File: config.mk
export PLATFORM = sky130hd
export DESIGN_NAME = acsd_decoder
export DESIGN_NICKNAME = d
export VERILOG_FILES = /design/src/core/acsd_pkg.sv /design/src/core/acsd_attr_store.sv /design/src/core/acsd_decoder.sv
export SDC_FILE = /design/constraint.sdc
export NUM_CORES = 1
export LEC_CHECK = 0
export CAP_MARGIN = 20
export CORE_MARGIN = 8
export CORE_UTILIZATION = 45
export CTS_CLUSTER_SIZE = 24
export DETAILED_ROUTE_END_ITERATION = 16
export DONT_BUFFER_PORTS = 1
export HOLD_SLACK_MARGIN = 0.02
export SETUP_SLACK_MARGIN = 0.15
export SLEW_MARGIN = 15
export SYNTH_ARGS = -nofsm -noshare
export SYNTH_HDL_FRONTEND = slang
export SYNTH_HIERARCHICAL = 1
export SYNTH_SLANG_ARGS = --single-unit
File: constraint.sdc
create_clock -name mclk -period 7.2 [get_ports mclk]
set_input_delay 0.72 -clock mclk [delete_from_list [all_inputs] [get_ports mclk]]
set_output_delay 0.72 -clock mclk [all_outputs]
set_load 0.02 [all_outputs]
File: src/core/acsd_pkg.sv
/*
 * Package for the command decoder: opcodes, monitoring subcommands, attribute
 * identifiers, record layout and command-block carrier types.
 * Assumes a single core clock domain and no software-visible registers.
 */
package acsd_pkg;
    localparam int ACSD_OPC_W = 8;
    localparam int ACSD_CNT_W = 32;
    localparam int ACSD_REC_BYTES = 12;
    localparam int ACSD_NUM_ATTR = 16;
    localparam int ACSD_IDX_W = 4;

    // Opcodes
    localparam logic [7:0] ACSD_OP_RD_DMA = 8'hc8;
    localparam logic [7:0] ACSD_OP_RD_DMA_EXT = 8'h25;
    localparam logic [7:0] ACSD_OP_RD_QUEUED = 8'h60;
    localparam logic [7:0] ACSD_OP_WR_QUEUED = 8'h61;
    localparam logic [7:0] ACSD_OP_WR_DMA = 8'hca;
    localparam logic [7:0] ACSD_OP_WR_DMA_EXT = 8'h35;
    localparam logic [7:0] ACSD_OP_IDENTIFY = 8'hec;
    localparam logic [7:0] ACSD_OP_MONITOR = 8'hb0;
    localparam logic [7:0] ACSD_OP_TRUST_RX = 8'h5c;
    localparam logic [7:0] ACSD_OP_TRUST_RX_DMA = 8'h5d;
    localparam logic [7:0] ACSD_OP_TRUST_TX = 8'h5e;
    localparam logic [7:0] ACSD_OP_TRUST_TX_DMA = 8'h5f;

    // Monitoring subcommands
    localparam logic [7:0] ACSD_SUB_RD_DATA = 8'hd0;
    localparam logic [7:0] ACSD_SUB_RD_THRESH = 8'hd1;
    localparam logic [7:0] ACSD_SUB_AUTOSAVE = 8'hd2;
    localparam logic [7:0] ACSD_SUB_OFFLINE = 8'hd4;
    localparam logic [7:0] ACSD_SUB_RD_LOG = 8'hd5;
    localparam logic [7:0] ACSD_SUB_WR_LOG = 8'hd6;
    localparam logic [7:0] ACSD_SUB_ENABLE = 8'hd8;
    localparam logic [7:0] ACSD_SUB_DISABLE = 8'hd9;
    localparam logic [7:0] ACSD_SUB_STATUS = 8'hda;

    // Attribute identifiers; the initial bad block id is a fixed constant, 8'h05
    localparam logic [7:0] ACSD_ID_INIT_BAD = 8'h05;
    localparam logic [7:0] ACSD_ID_POWER_HOURS = 8'h09;
    localparam logic [7:0] ACSD_ID_POWER_CYCLES = 8'h0c;
    localparam logic [7:0] ACSD_ID_MAX_ERASE = 8'ha3;
    localparam logic [7:0] ACSD_ID_AVG_ERASE = 8'ha4;
    localparam logic [7:0] ACSD_ID_LATER_BAD = 8'ha6;
    localparam logic [7:0] ACSD_ID_PROTECT = 8'ha7;
    localparam logic [7:0] ACSD_ID_PHY_ERR = 8'ha8;
    localparam logic [7:0] ACSD_ID_PROG_FAIL = 8'hab;
    localparam logic [7:0] ACSD_ID_ERASE_FAIL = 8'hac;
    localparam logic [7:0] ACSD_ID_BAD_CLUSTER = 8'haf;
    localparam logic [7:0] ACSD_ID_POWER_LOSS = 8'hc0;
    localparam logic [7:0] ACSD_ID_TEMP = 8'hc2;
    localparam logic [7:0] ACSD_ID_LIFE_LEFT = 8'he7;
    localparam logic [7:0] ACSD_ID_SECT_WR = 8'hf1;

    // Record layout, byte positions
    localparam int ACSD_B_ID = 0;
    localparam int ACSD_B_FLAGS = 1;
    localparam int ACSD_B_VALUE = 3;
    localparam int ACSD_B_WORST = 4;
    localparam int ACSD_B_RAW = 5;
    localparam int ACSD_RAW_BYTES = 7;
    localparam logic [15:0] ACSD_FLAGS_RST = 16'h0000;
    localparam logic [7:0] ACSD_VALUE_RST = 8'h64;
    localparam logic ACSD_MON_EN_RST = 1'b1;
    localparam logic ACSD_AUTOSAVE_RST = 1'b0;

    typedef enum logic [3:0] {
        ACSD_ACT_NONE = 4'h0,
        ACSD_ACT_READ = 4'h1,
        ACSD_ACT_WRITE = 4'h2,
        ACSD_ACT_IDENTIFY = 4'h3,
        ACSD_ACT_TRUSTED = 4'h4,
        ACSD_ACT_MON_DATA = 4'h5,
        ACSD_ACT_MON_THRESH = 4'h6,
        ACSD_ACT_MON_AUTOSAVE = 4'h7,
        ACSD_ACT_MON_OFFLINE = 4'h8,
        ACSD_ACT_MON_RD_LOG = 4'h9,
        ACSD_ACT_MON_WR_LOG = 4'ha,
        ACSD_ACT_MON_ENABLE = 4'hb,
        ACSD_ACT_MON_DISABLE = 4'hc,
        ACSD_ACT_MON_STATUS = 4'hd
    } acsd_act_e;

    typedef enum logic [1:0] {
        ACSD_ST_IDLE = 2'b00,
        ACSD_ST_DECODE = 2'b01,
        ACSD_ST_DONE = 2'b11
    } acsd_state_e;

    typedef struct packed {
        logic [7:0] feature;
        logic [15:0] count;
        logic [47:0] lba;
        logic [7:0] device;
    } acsd_params_s;

    typedef struct packed {
        acsd_act_e action;
        logic aborted;
        logic queued;
    } acsd_result_s;

    typedef struct packed {
        logic init_bad;
        logic later_bad;
        logic prog_fail;
        logic erase_fail;
        logic power_cycle;
        logic power_loss;
        logic hour_tick;
        logic phy_err;
        logic bad_cluster;
        logic sect_wr;
    } acsd_events_s;
endpackage : acsd_pkg

File: src/core/acsd_attr_store.sv
/*
 * Health attribute store: saturating raw counters and gauges, formatted as
 * 12-byte records on request by table index.
 * Assumes event strobes are single-cycle pulses from logic on mclk.
 */
`timescale 1ns/1ps
module acsd_attr_store #(
    parameter int CNT_W = acsd_pkg::ACSD_CNT_W
) (
    // Clock and reset
    input wire logic mclk,
    input wire logic rst_n,
    // Events and gauges
    input wire acsd_pkg::acsd_events_s events,
    input wire logic [CNT_W-1:0] max_erase,
    input wire logic [CNT_W-1:0] avg_erase,
    input wire logic [7:0] temperature,
    input wire logic [7:0] life_left,
    input wire logic protect_mode,
    // Record read
    input wire logic [acsd_pkg::ACSD_IDX_W-1:0] rec_idx,
    output logic [8*acsd_pkg::ACSD_REC_BYTES-1:0] rec_q
);
    import acsd_pkg::*;

    localparam int NCNT = 10;
    logic [CNT_W-1:0] cnt_q [NCNT];
    logic [NCNT-1:0] ev;
    logic [8*ACSD_REC_BYTES-1:0] rec_d;

    assign ev = {events.sect_wr, events.bad_cluster, events.phy_err, events.hour_tick,
                 events.power_loss, events.power_cycle, events.erase_fail,
                 events.prog_fail, events.later_bad, events.init_bad};

    // Counters stick at all ones so a wrap never hides accumulated wear
    function automatic logic [CNT_W-1:0] sat_inc(input logic [CNT_W-1:0] v);
        return (&v) ? v : v + CNT_W'(1);
    endfunction : sat_inc

    function automatic logic [8*ACSD_REC_BYTES-1:0] pack_rec(input logic [7:0] id,
                                                            input logic [CNT_W-1:0] raw);
        logic [8*ACSD_REC_BYTES-1:0] r;
        r = '0;
        r[8*ACSD_B_ID +: 8] = id;
        r[8*ACSD_B_FLAGS +: 16] = ACSD_FLAGS_RST;
        r[8*ACSD_B_VALUE +: 8] = ACSD_VALUE_RST;
        r[8*ACSD_B_WORST +: 8] = ACSD_VALUE_RST;
        r[8*ACSD_B_RAW +: CNT_W] = raw;
        return r;
    endfunction : pack_rec

    always_ff @(posedge mclk) begin
        for (int i = 0; i < NCNT; i++) begin
            if (!rst_n) begin
                cnt_q[i] <= '0;
            end else if (ev[i]) begin
                cnt_q[i] <= sat_inc(cnt_q[i]);
            end
        end
    end

    always_comb begin
        case (rec_idx)
            4'h0: rec_d = pack_rec(ACSD_ID_INIT_BAD, cnt_q[0]);
            4'h1: rec_d = pack_rec(ACSD_ID_POWER_HOURS, cnt_q[6]);
            4'h2: rec_d = pack_rec(ACSD_ID_POWER_CYCLES, cnt_q[4]);
            4'h3: rec_d = pack_rec(ACSD_ID_MAX_ERASE, max_erase);
            4'h4: rec_d = pack_rec(ACSD_ID_AVG_ERASE, avg_erase);
            4'h5: rec_d = pack_rec(ACSD_ID_LATER_BAD, cnt_q[1]);
            4'h6: rec_d = pack_rec(ACSD_ID_PROTECT, CNT_W'(protect_mode));
            4'h7: rec_d = pack_rec(ACSD_ID_PHY_ERR, cnt_q[7]);
            4'h8: rec_d = pack_rec(ACSD_ID_PROG_FAIL, cnt_q[2]);
            4'h9: rec_d = pack_rec(ACSD_ID_ERASE_FAIL, cnt_q[3]);
            4'ha: rec_d = pack_rec(ACSD_ID_BAD_CLUSTER, cnt_q[8]);
            4'hb: rec_d = pack_rec(ACSD_ID_POWER_LOSS, cnt_q[5]);
            4'hc: rec_d = pack_rec(ACSD_ID_TEMP, CNT_W'(temperature));
            4'hd: rec_d = pack_rec(ACSD_ID_LIFE_LEFT, CNT_W'(life_left));
            4'he: rec_d = pack_rec(ACSD_ID_SECT_WR, cnt_q[9]);
            default: rec_d = '0;
        endcase
    end

    always_ff @(posedge mclk) begin
        if (!rst_n) begin
            rec_q <= '0;
        end else begin
            rec_q <= rec_d;
        end
    end
endmodule : acsd_attr_store

File: src/core/acsd_decoder.sv
/*
 * Command decoder top: takes an opcode write with its command block, classifies
 * it, dispatches monitoring subcommands and reports done with abort status.
 * Assumes the command block is stable when cmd_wr is pulsed; all inputs on mclk.
 * Assumes the host waits for done before the next opcode write.
 */
`timescale 1ns/1ps
module acsd_decoder #(
    parameter bit HAS_ENCRYPTION = 1'b0,
    parameter int CNT_W = acsd_pkg::ACSD_CNT_W
) (
    // Clock and reset
    input wire logic mclk,
    input wire logic rst_n,
    // Command block and opcode write
    input wire acsd_pkg::acsd_params_s params,
    input wire logic [7:0] opcode,
    input wire logic cmd_wr,
    output logic cmd_busy,
    // Command completion
    output logic done,
    output acsd_pkg::acsd_result_s result_q,
    output logic mon_enabled_q,
    output logic autosave_q,
    // Attribute inputs
    input wire acsd_pkg::acsd_events_s events,
    input wire logic [CNT_W-1:0] max_erase,
    input wire logic [CNT_W-1:0] avg_erase,
    input wire logic [7:0] temperature,
    input wire logic [7:0] life_left,
    input wire logic protect_mode,
    // Attribute record read
    input wire logic [acsd_pkg::ACSD_IDX_W-1:0] rec_idx,
    output logic [8*acsd_pkg::ACSD_REC_BYTES-1:0] rec_q
);
    import acsd_pkg::*;

    acsd_state_e state_q;
    acsd_state_e state_d;
    logic [7:0] opc_q;
    acsd_params_s par_q;
    acsd_result_s res_d;
    logic cmd_take;
    logic in_decode;

    // Subcommand to action; anything unlisted falls through to an abort
    function automatic acsd_act_e mon_decode(input logic [7:0] sub);
        case (sub)
            ACSD_SUB_RD_DATA: begin
                return ACSD_ACT_MON_DATA;
            end
            ACSD_SUB_RD_THRESH: begin
                return ACSD_ACT_MON_THRESH;
            end
            ACSD_SUB_AUTOSAVE: begin
                return ACSD_ACT_MON_AUTOSAVE;
            end
            ACSD_SUB_OFFLINE: begin
                return ACSD_ACT_MON_OFFLINE;
            end
            ACSD_SUB_RD_LOG: begin
                return ACSD_ACT_MON_RD_LOG;
            end
            ACSD_SUB_WR_LOG: begin
                return ACSD_ACT_MON_WR_LOG;
            end
            ACSD_SUB_ENABLE: begin
                return ACSD_ACT_MON_ENABLE;
            end
            ACSD_SUB_DISABLE: begin
                return ACSD_ACT_MON_DISABLE;
            end
            ACSD_SUB_STATUS: begin
                return ACSD_ACT_MON_STATUS;
            end
            default: begin
                return ACSD_ACT_NONE;
            end
        endcase
    endfunction : mon_decode

    // Opcode to action; only the listed codes are recognised
    function automatic acsd_act_e op_decode(input logic [7:0] op, input logic [7:0] sub);
        case (op)
            ACSD_OP_RD_DMA, ACSD_OP_RD_DMA_EXT, ACSD_OP_RD_QUEUED: begin
                return ACSD_ACT_READ;
            end
            ACSD_OP_WR_DMA, ACSD_OP_WR_DMA_EXT, ACSD_OP_WR_QUEUED: begin
                return ACSD_ACT_WRITE;
            end
            ACSD_OP_IDENTIFY: begin
                return ACSD_ACT_IDENTIFY;
            end
            ACSD_OP_TRUST_RX, ACSD_OP_TRUST_RX_DMA, ACSD_OP_TRUST_TX, ACSD_OP_TRUST_TX_DMA: begin
                // Without the encryption engine these end like unknown codes
                return HAS_ENCRYPTION ? ACSD_ACT_TRUSTED : ACSD_ACT_NONE;
            end
            ACSD_OP_MONITOR: begin
                return mon_decode(sub);
            end
            default: begin
                return ACSD_ACT_NONE;
            end
        endcase
    endfunction : op_decode

    // Only the native queued codes carry a queue tag
    function automatic logic is_queued(input logic [7:0] op);
        return (op == ACSD_OP_RD_QUEUED) || (op == ACSD_OP_WR_QUEUED);
    endfunction : is_queued

    // Busy refuses a new opcode; the host must wait for done
    assign cmd_busy = (state_q != ACSD_ST_IDLE);
    assign cmd_take = (state_q == ACSD_ST_IDLE) && cmd_wr;
    assign in_decode = (state_q == ACSD_ST_DECODE);

    // Fixed walk of take, decode, done; no wait state is ever inserted
    always_comb begin
        state_d = state_q;
        case (state_q)
            ACSD_ST_IDLE: begin
                if (cmd_wr) begin
                    state_d = ACSD_ST_DECODE;
                end
            end
            ACSD_ST_DECODE: begin
                state_d = ACSD_ST_DONE;
            end
            ACSD_ST_DONE: begin
                state_d = ACSD_ST_IDLE;
            end
            default: begin
                state_d = ACSD_ST_IDLE;
            end
        endcase
    end

    always_ff @(posedge mclk) begin
        if (!rst_n) begin
            state_q <= ACSD_ST_IDLE;
        end else begin
            state_q <= state_d;
        end
    end

    // Parameters are captured together with the opcode, so later writes cannot race it
    always_ff @(posedge mclk) begin
        if (!rst_n) begin
            opc_q <= 8'h00;
            par_q <= '0;
        end else if (cmd_take) begin
            opc_q <= opcode;
            par_q <= params;
        end
    end

    always_comb begin
        res_d.action = op_decode(opc_q, par_q.feature);
        res_d.queued = is_queued(opc_q);
        res_d.aborted = (res_d.action == ACSD_ACT_NONE);
    end

    // Result holds until the next command is decoded
    always_ff @(posedge mclk) begin
        if (!rst_n) begin
            result_q <= '{action: ACSD_ACT_NONE, aborted: 1'b0, queued: 1'b0};
        end else if (in_decode) begin
            result_q <= res_d;
        end
    end

    // Monitoring stays on from reset until a disable subcommand arrives
    always_ff @(posedge mclk) begin
        if (!rst_n) begin
            mon_enabled_q <= ACSD_MON_EN_RST;
        end else if (in_decode) begin
            if (res_d.action == ACSD_ACT_MON_ENABLE) begin
                mon_enabled_q <= 1'b1;
            end else if (res_d.action == ACSD_ACT_MON_DISABLE) begin
                mon_enabled_q <= 1'b0;
            end
        end
    end

    // Autosave takes its on/off from the low byte of the sector count
    always_ff @(posedge mclk) begin
        if (!rst_n) begin
            autosave_q <= ACSD_AUTOSAVE_RST;
        end else if (in_decode && res_d.action == ACSD_ACT_MON_AUTOSAVE) begin
            autosave_q <= (par_q.count[7:0] != 8'h00);
        end
    end

    // Done is a one-cycle pulse straight from the state register
    assign done = (state_q == ACSD_ST_DONE);

    acsd_attr_store #(
        .CNT_W(CNT_W)
    ) u_attr (
        .mclk(mclk),
        .rst_n(rst_n),
        .events(events),
        .max_erase(max_erase),
        .avg_erase(avg_erase),
        .temperature(temperature),
        .life_left(life_left),
        .protect_mode(protect_mode),
        .rec_idx(rec_idx),
        .rec_q(rec_q)
    );
endmodule : acsd_decoder

# ---- Word-level counts from Yosys, hierarchy flattened
# Memory sizes are Yosys's and may differ from the RTL's.
# Cells that the tools add are included.
dict set report classes {
  eq_ne 37
  add_sub_neg 10
  n_bitwise 10
  reduce_logical 22
  muxes 58
}
# operator n
set ops {}
lappend ops {{one-hot mux 72 bit (15 select lines)} 1}
lappend ops {{two-way mux 32 bit} 20}
lappend ops {{adder 32 x 1 -> 32 bit (second input constant)} 10}
lappend ops {{AND reduction 32 bit} 10}
lappend ops {{== test 8 bit (second input constant)} 13}
lappend ops {{== test 4 bit (second input constant)} 9}
lappend ops {{one-hot mux 4 bit (9 select lines)} 1}
lappend ops {{two-way mux 1 bit} 33}
lappend ops {{== test 4 x 3 -> 1 bit (second input constant)} 5}
lappend ops {{== test 8 x 6 -> 1 bit (second input constant)} 2}
lappend ops {{== test 8 x 7 -> 1 bit (second input constant)} 2}
lappend ops {{one-hot mux 4 bit (4 select lines)} 1}
lappend ops {{bitwise OR 1 bit} 10}
lappend ops {{== test 4 x 2 -> 1 bit (second input constant)} 2}
lappend ops {{logical NOT 4 bit} 2}
lappend ops {{nonzero test 8 bit} 1}
lappend ops {{OR reduction 3 bit} 2}
lappend ops {{== test 4 x 1 -> 1 bit (second input constant)} 1}
lappend ops {{one-hot mux 2 bit (2 select lines)} 1}
lappend ops {{nonzero test 2 bit} 2}
lappend ops {{== test 2 x 1 -> 1 bit (second input constant)} 1}
lappend ops {{== test 2 bit (second input constant)} 1}
lappend ops {{logical AND 1 bit} 2}
lappend ops {{logical NOT 2 bit} 1}
lappend ops {{4 further kinds} 4}
dict set report totals {
  reg_bits 130
  n_memories 1
  out_inout_bits 106
  ramBits 320
  input_bits 186
  elab_cells 148
}
# name depth width read_ports rd_ports_with_merged_regs write_ports line_no
set memory_table {}
lappend memory_table {u_attr.cnt_q 10 32 10 0 10 acsd_attr_store.sv:27} ;# logic [CNT_W-1:0] cnt_q [NCNT];

# ---- Longest topological paths before layout
# Gate-level depths: netlist (run 1).
dict set report logic_depth {
  ltp_word 6
  ltp_mapped 9
  ltp_nobuf 6
}

# ---- Hierarchy
# The synthesis (run 1) kept the hierarchy.
# module area_per_inst_um2 cells_each instances seq_area_each_um2
set by_module_without_submodules {}
lappend by_module_without_submodules {acsd_attr_store 22057.4 2285 1 10430.0}
lappend by_module_without_submodules {acsd_decoder 1554.0 199 1 680.7}

# ---- Worst setup path after synthesis (run 1)
# No wires, ideal clock.
dict set report synth_timing {
  kind {register -> register}
  startpoint {memory u_attr/cnt_q[2][0] in the netlist's numbering}
  endpoint {memory u_attr/cnt_q[2][0] in the netlist's numbering (enable)}
  required_time_ns 6.722
  t_arrival_ns 2.538
  path_stages_with_launch 7
  path_slack_ns 4.185
  period_less_slack_ns 3.015
  path_buffers 0
  setup_ns 0.478
  cell_sequence {edfxtp_1 -> ha_1 -> and4_1 -> or4b_4 -> or3_4 -> o41ai_1 -> nand2_1}
}
# item line_no
set synth_lines {}
lappend synth_lines {{from (decl)} acsd_attr_store.sv:27}

==> flow_summary_export.csv, run 1 <==
group,metric,value,unit
global_route,overflow,0,
sta,setup_tns,0,ns
sta,fmax,301,MHz
cts,cts_setup_buffers,0,
sta,clock_skew,0.0321,ns
yosys,synth_area_per_cell,9.51,sq um
drt,post_drt_wl_per_cell,27.8,um
floorplanning,coreArea,52200,sq um
sta,setup_ws,3.87,ns
layout,finalInstanceArea,25600,sq um
placement,place_ws,3.91,ns
sta,rsz0062_at_grt,"no",
layout,fillCellCount,4904,
sta,finalSetupViolCount,0,
yosys,synth_edf_count,320,
placement,dp_hpwl,64.8,mm
job,max_cap_viol_count,0,
worst_setup_path,path_depth,7,
placement,gp_congestion,1.07,
worst_setup_path,cp_data_arrival_time,3.65,ns
worst_setup_path,critPathBufInv,1,
yosys,synth.ff_latch_count,395,
drt,dr.first_iter.drc_count,2900,
cts,cts_resized,0,
drt,viasPerCell,6.45,
yosys,ys.flop_type,"edfxtp_1",
drt,drt-total-wl,87.6,mm
hold_path,whs_path_depth,2,
yosys,synth_top_area_cell,"edfxtp_1",
cts,h-tree-depth,2,
sta,hold_viol_final,0,
layout,area_growth,8.46,%
worst_setup_path,critPathMaxFanout,18,
drt,ant_nets,0,
floorplanning,dieArea,60100,sq um
power_and_ir_drop,vdd_drop_max,0.181,mV
yosys,synth_seq_area_share,47.1,%
worst_setup_path,crit_family,"simple AND/OR/NAND/NOR gates",
yosys,synth_cell_types,83,
worst_setup_path,worst_setup_path_end_kind,"flip-flop",
floorplanning,pin_count,292,
drt,drt-pass1-iter-count,6,
yosys,synth_commonest_cells,"nor2_1, edfxtp_1, nand2_1",
worst_setup_path,ff2ff_path_depth,7,
global_route,grt_max_degree,94,
cts,clk_pin_slew,0.06,ns
yosys,synth.most_common_cell,"nor2_1",
worst_setup_path,max_stage_delay,0.52,ns
yosys,syn_area,23600,sq um
power_and_ir_drop,p_seq_share,49.6,%
placement,dpl_cell_area,23900,sq um
hold_path,worstHoldPathType,"input port to flip-flop",
power_and_ir_drop,clkPwrFrac,41.6,%
sta,fin_crit_sh,46.2,%
sta,min_period,3.33,ns
sta,tightest_slew,1.12,ns
worst_setup_path,cp_data_required_time,7.52,ns
yosys,ys_top_cells_by_area,"edfxtp_1, dfxtp_1, nor2_1, xor2_1, xnor2_1",
sta,slew_viol_final,0,
drt,num_vias,20300,
drt,drc,0,
cts,cts-root-buf,"clkbuf_16",
floorplanning,fp.dieH,245,um
cts,clock_latency,0.60,ns
power_and_ir_drop,internal_power,4.24,mW
yosys,synth_top_area_share,40.7,%
outcome,status,"finished clean",
worst_setup_path,crit_type,"flip-flop to flip-flop",
yosys,synthCells,2484,
worst_setup_path,cp_cell_sequence,"ha_1 > and4_1 > or4b_4 > or3_4 > o41ai_1 > nand2_1 > buf_4",
worst_setup_path,cp_slowest_cell,"or4b_4",
worst_setup_path,worstSetupStartpointType,"flip-flop",
yosys,ys_warn_count,6,
floorplanning,start_util,45.2,%
cts,cts_inserted_buffers,47,
layout,final_nets,2612,
power_and_ir_drop,sw_frac_of_total,27.2,%
power_and_ir_drop,combPwrFrac,8.8,%
global_route,track_usage,28.0,%
global_route,grt_pass1_wl,126,mm
yosys,synthArstFlopShare,0,%
layout,drive_above_1_share,6.64,%
floorplanning,die_w,245,um
global_route,grt_pass1_vias,18300,
cts,hold_buffers,0,
power_and_ir_drop,p_sw,1.58,mW
floorplanning,rows,84,
sta,slew_headroom,25.1,%
power_and_ir_drop,power_density,227,nW/um^2
sta,whs,0.259,ns
placement,port-buffer-count,0,
global_route,antenna_found_initial,18,
cts,cts_buffer_depth,3,
cts,cts_tree,"done",
layout,post-route-util,49.0,%
power_and_ir_drop,leakage,8.39,nW
cts,clkSinkCount,395,
[placed cells by master (no fill, tap or decap), types with 32 or more instances in the layout]
cell type	count
xnor2_1	127
a21oi_1	98
conb_1	50
mux2i_1	32
o21ai_0	56
inv_1	55
dfxtp_1	75
nor4_1	49
or3_1	39
nor3_1	50
nand2_1	212
a22oi_1	59
xor2_1	141
clkbuf_16	53
nand4_1	91
and3_1	50
edfxtp_1	320
nor2_1	350
nand3_1	138
[per-layer routing]
metal	GRT usage [%]	part of all wire, %
met4	13.6	5.2
met3	6.58	12
met1	39.2	40
met5	0	0.13
met2	40.4	43
[power by group through the flow]
stage,clock [mW],combinational (mW),sequential (mW)
global route,2.55,0.540,2.90
finish,2.42,0.511,2.89
CTS,2.47,0.486,2.87
floorplan,0,0.405,2.80
detailed placement,0,0.483,2.92
global placement,0,0.479,2.91
[sequential cells by signal, summed over array words and instances (netlist names)]
signal         count
par_q             16
u_attr/rec_q      41
state_q            2
opc_q              8
autosave_q         1
u_attr/cnt_q     320
result_q           6
mon_enabled_q      1
[layout make-up]
| cell class | instances | area [sq um] | share of cell area, % |
|---|---|---|---|
| Inverter | 55 | 206 | 0.806 |
| Timing Repair Buffer | 30 | 285 | 1.11 |
| Clock inverter | 16 | 124 | 0.484 |
| Clock buffer | 72 | 1460 | 5.69 |
| Tap cell | 688 | 861 | 3.36 |
| Sequential cell | 395 | 11100 | 43.4 |
| Antenna cell | 10 | 25.0 | 0.0977 |
| Multi-Input combinational cell | 1887 | 11500 | 45.1 |
[per-stage QoR]
stage,power [mW],cells
floorplan,3.21,2533
finish,5.82,3153
CTS,5.83,3136
global route,5.99,3148
global placement,3.39,3048
detailed placement,3.40,3048
[final timing paths]
path / startpoint / end / slack, ns
setup / recovery: u_attr/cnt_q[2][0] / u_attr/cnt_q[2][1] / 3.87
hold / removal: opcode[3] / opc_q[3] / 0.26
setup reg to reg: u_attr/cnt_q[2][0] / u_attr/cnt_q[2][1] / 3.87
hold reg to reg: par_q[58] / par_q[58] / 0.45
[kinds of logic after synthesis]
family / after synthesis / synth area share [%]
AO/OA/AOI/OAI: 383 / 11.1
XOR/XNOR: 268 / 9.94
adder cells (fa/ha/maj): 10 / 0.530
buffers and inverters: 251 / 4.96
flip-flops: 395 / 47.1
multiplexers: 63 / 3.03
other: 1 / 0.0159
AND/OR/NAND/NOR: 1113 / 23.4
[worst reg2reg max path, cell delays in order, from the launching register on]
cell and delay [ns]:
edfxtp_1 0.43, ha_1 0.31, and4_1 0.26, or4b_4 0.52, or3_4 0.38, o41ai_1 0.31, nand2_1 0.46, buf_4 0.41
No activity file was read; power rests on OpenSTA's default activity.
==> run 2, diff against run 1 <==
--- a/config.mk
+++ b/config.mk
@@ -5,6 +5,7 @@
 export SDC_FILE = /design/constraint.sdc
 export NUM_CORES = 1
 export LEC_CHECK = 0
+export ABC_AREA = 1
 export CAP_MARGIN = 20
 export CORE_MARGIN = 8
 export CORE_UTILIZATION = 45
==> constraint.sdc (replaced) <==
create_clock -name mclk -period 3.2 [get_ports mclk]
set_input_delay 0.32 -clock mclk [delete_from_list [all_inputs] [get_ports mclk]]
set_output_delay 0.32 -clock mclk [all_outputs]
set_load 0.02 [all_outputs]
==> run 2 against run 1 <==
  * Clock-buffer cell count is 6 higher
  * Fmax is 39% higher
  * First-iteration DRC count is 2.0% lower
  * Combinational power is 150% higher
  * Clock skew shrank 0.017 ns
  * Synthesized area up 12%
  * Global-route usage is 0.14 points higher
  * Hold slack got worse by 0.19 ns
  * Final cell count is 51% higher
  * Largest cell class unchanged
==> flow_summary_export.csv, run 2 <==
group,metric,value,unit
layout,finalInstanceArea,29000,sq um
layout,largest_reg_flops,320,
drt,drc,0,
floorplanning,coreArea,58600,sq um
layout,largest_register,"u_attr/cnt_q",
worst_setup_path,r2r_slack,0.81,ns
cts,clk_pin_slew,0.05,ns
yosys,synth_top_area_cell,"edfxtp_1",
yosys,syn_area,26500,sq um
layout,final_nets,4128,
cts,cts_buffer_depth,3,
cts,h-tree-depth,2,
global_route,overflow,0,
floorplanning,dieArea,66800,sq um
yosys,synth_top_area_share,36.3,%
global_route,grt_pass1_vias,23600,
hold_path,hold_path_end,"u_attr/rec_q[70]",
layout,multiInputGateArea,13700,sq um
sta,hold_viol_final,0,
floorplanning,start_util,45.2,%
floorplanning,pin_count,292,
sta,fin_crit_sh,74.7,%
yosys,synth_area_per_cell,6.78,sq um
power_and_ir_drop,sw_frac_of_total,27.9,%
power_and_ir_drop,power,13.3,mW
worst_setup_path,critPathMaxFanout,15,
layout,ff_latch_area,11100,sq um
layout,drive_above_1_share,4.71,%
yosys,ys_warn_count,6,
cts,cts_tree,"done",
sta,tightest_slew,1.12,ns
yosys,ys.flop_type,"edfxtp_1",
power_and_ir_drop,vdd_drop_max,0.437,mV
sta,slew_viol_final,0,
power_and_ir_drop,leakage,11.4,nW
placement,gp_congestion,1.00,
floorplanning,rows,89,
yosys,synth.ff_latch_count,395,
placement,dp_hpwl,75.2,mm
worst_setup_path,rr_endpoint,"u_attr/cnt_q[7][0]",
cts,clock_latency,0.61,ns
yosys,synth_cell_types,40,
placement,place_ws,0.855,ns
worst_setup_path,cp_data_required_time,3.50,ns
yosys,synthArstFlopShare,0,%
cts,cts_setup_buffers,0,
yosys,synth.most_common_cell,"nand2_1",
global_route,track_usage,28.2,%
drt,viasPerCell,5.40,
layout,area_growth,9.77,%
worst_setup_path,crit_type,"flip-flop to flip-flop",
power_and_ir_drop,internal_power,9.62,mW
hold_path,worstHoldPathType,"input port to flip-flop",
cts,cts-root-buf,"clkbuf_16",
yosys,ys_top_cells_by_area,"edfxtp_1, nand2_1, nor2_1, dfxtp_1, nand3_1",
yosys,synth_edf_count,320,
power_and_ir_drop,p_sw,3.72,mW
sta,whs,0.0710,ns
worst_setup_path,worstSetupStartpointType,"flip-flop",
placement,place_inst,4628,
global_route,grt_pass1_wl,145,mm
global_route,antenna_found_initial,4,
worst_setup_path,setup.worst_path.start,"u_attr/cnt_q[7][0]",
drt,drt-pass1-iter-count,6,
yosys,synth_seq_area_share,42.0,%
outcome,status,"finished clean",
sta,rsz0062_at_grt,"no",
layout,top_regs,"u_attr/cnt_q x320, u_attr/rec_q x41, par_q x16",
worst_setup_path,cp_data_arrival_time,2.69,ns
cts,cts_resized,0,
sta,clock_skew,0.0156,ns
worst_setup_path,worst_setup_path_end_kind,"flip-flop",
yosys,synthCells,3903,
layout,stdcell_count,4750,
sta,min_period,2.39,ns
drt,post_drt_wl_per_cell,20.4,um
cts,clkSinkCount,395,
placement,dpl_cell_area,27100,sq um
sta,fmax,418,MHz
sta,finalSetupViolCount,0,
power_and_ir_drop,power_density,459,nW/um^2
drt,num_vias,25700,
cts,cts_inserted_buffers,49,
drt,drt-total-wl,96.9,mm
worst_setup_path,r2r_start,"u_attr/cnt_q[7][0]",
layout,final_cell_mix,"nand2_1, nor2_1, edfxtp_1",
cts,hold_buffers,26,
yosys,synth_commonest_cells,"nand2_1, nor2_1, edfxtp_1",
sta,slew_headroom,25.0,%
placement,port-buffer-count,0,
layout,layout_commonest_cell,"nand2_1",
power_and_ir_drop,clkPwrFrac,42.3,%
floorplanning,die_w,258,um
global_route,grt_max_degree,66,
power_and_ir_drop,p_seq_share,48.3,%
layout,fillCellCount,6114,
drt,ant_nets,0,
sta,setup_tns,0,ns
layout,post-route-util,49.6,%
floorplanning,fp.dieH,258,um
job,max_cap_viol_count,0,
hold_path,min_from,"max_erase[30]",
worst_setup_path,ff2ff_path_depth,9,
sta,setup_ws,0.810,ns
power_and_ir_drop,combPwrFrac,9.4,%
hold_path,whs_path_depth,6,
drt,dr.first_iter.drc_count,2843,
-- run 2: cell count changes in the layout (fill, tap and decap cells not counted), sizes merged, moves of 95 or more --
cell / before / now
xnor2: 127 / 32
nand3: 138 / 295
nand2: 212 / 1378
xor2: 141 / 25
a21oi: 98 / 208
inv: 57 / 266
nor2: 350 / 877
-- run 2: kinds of logic after synthesis --
kind of cell / Yosys count / synth area share [%]
flops: 395 / 42.0
buf+inv: 413 / 7.14
xor+xnor: 57 / 1.89
compound gates: 337 / 6.61
other cells: 1 / 0.0142
fa+ha+maj: 10 / 0.473
simple gates: 2690 / 41.9
-- run 2: layer usage --
layer	vias to the layer above	routed length (um)	GRT usage [%]
met5	-	22	0
met4	4	3850	10.3
met3	163	10700	7.01
met2	1127	41100	42.3
met1	11800	41200	39.0
li1	12600	-	-
-- run 2: power by group through the flow --
stage,Sequential [mW],Clock (mW),Combinational (mW)
after floorplan,6.35,0,0.924
after global placement,6.54,0,1.18
after CTS,6.43,5.76,1.24
final,6.45,5.64,1.26
after global routing,6.49,5.94,1.39
after detailed placement,6.54,0,1.19
-- run 2: worst max-delay path by stage --
| stage | slack (ns) | endpoint |
|---|---|---|
| CTS | 0.82 | u_attr/cnt_q[7][0] |
| floorplan | 0.83 | u_attr/cnt_q[0][0] |
| global placement | 0.84 | u_attr/cnt_q[7][0] |
| detailed placement | 0.85 | u_attr/cnt_q[7][1] |
| global route | 0.57 | u_attr/cnt_q[7][0] |
| finish | 0.81 | u_attr/cnt_q[7][0] |
-- run 2: area by class of cell --
type | instances | area share, %
inverter | 267 | 3.45
antenna | 4 | 0.0345
multi-input combinational | 3144 | 47.0
clock inverter | 14 | 0.280
timing repair buffer | 75 | 2.27
sequential | 395 | 38.3
clock buffer | 78 | 5.34
tap | 773 | 3.33
-- run 2: critical path: stages, from the launching register on --
cell and delay (ns):
edfxtp_1 0.43, ha_1 0.24, nand2_1 0.09, nor2_1 0.07, nand2_1 0.17, nor2_1 0.09, nand2_1 0.07, nand2_1 0.04
nand2_1 0.53, buf_4 0.34
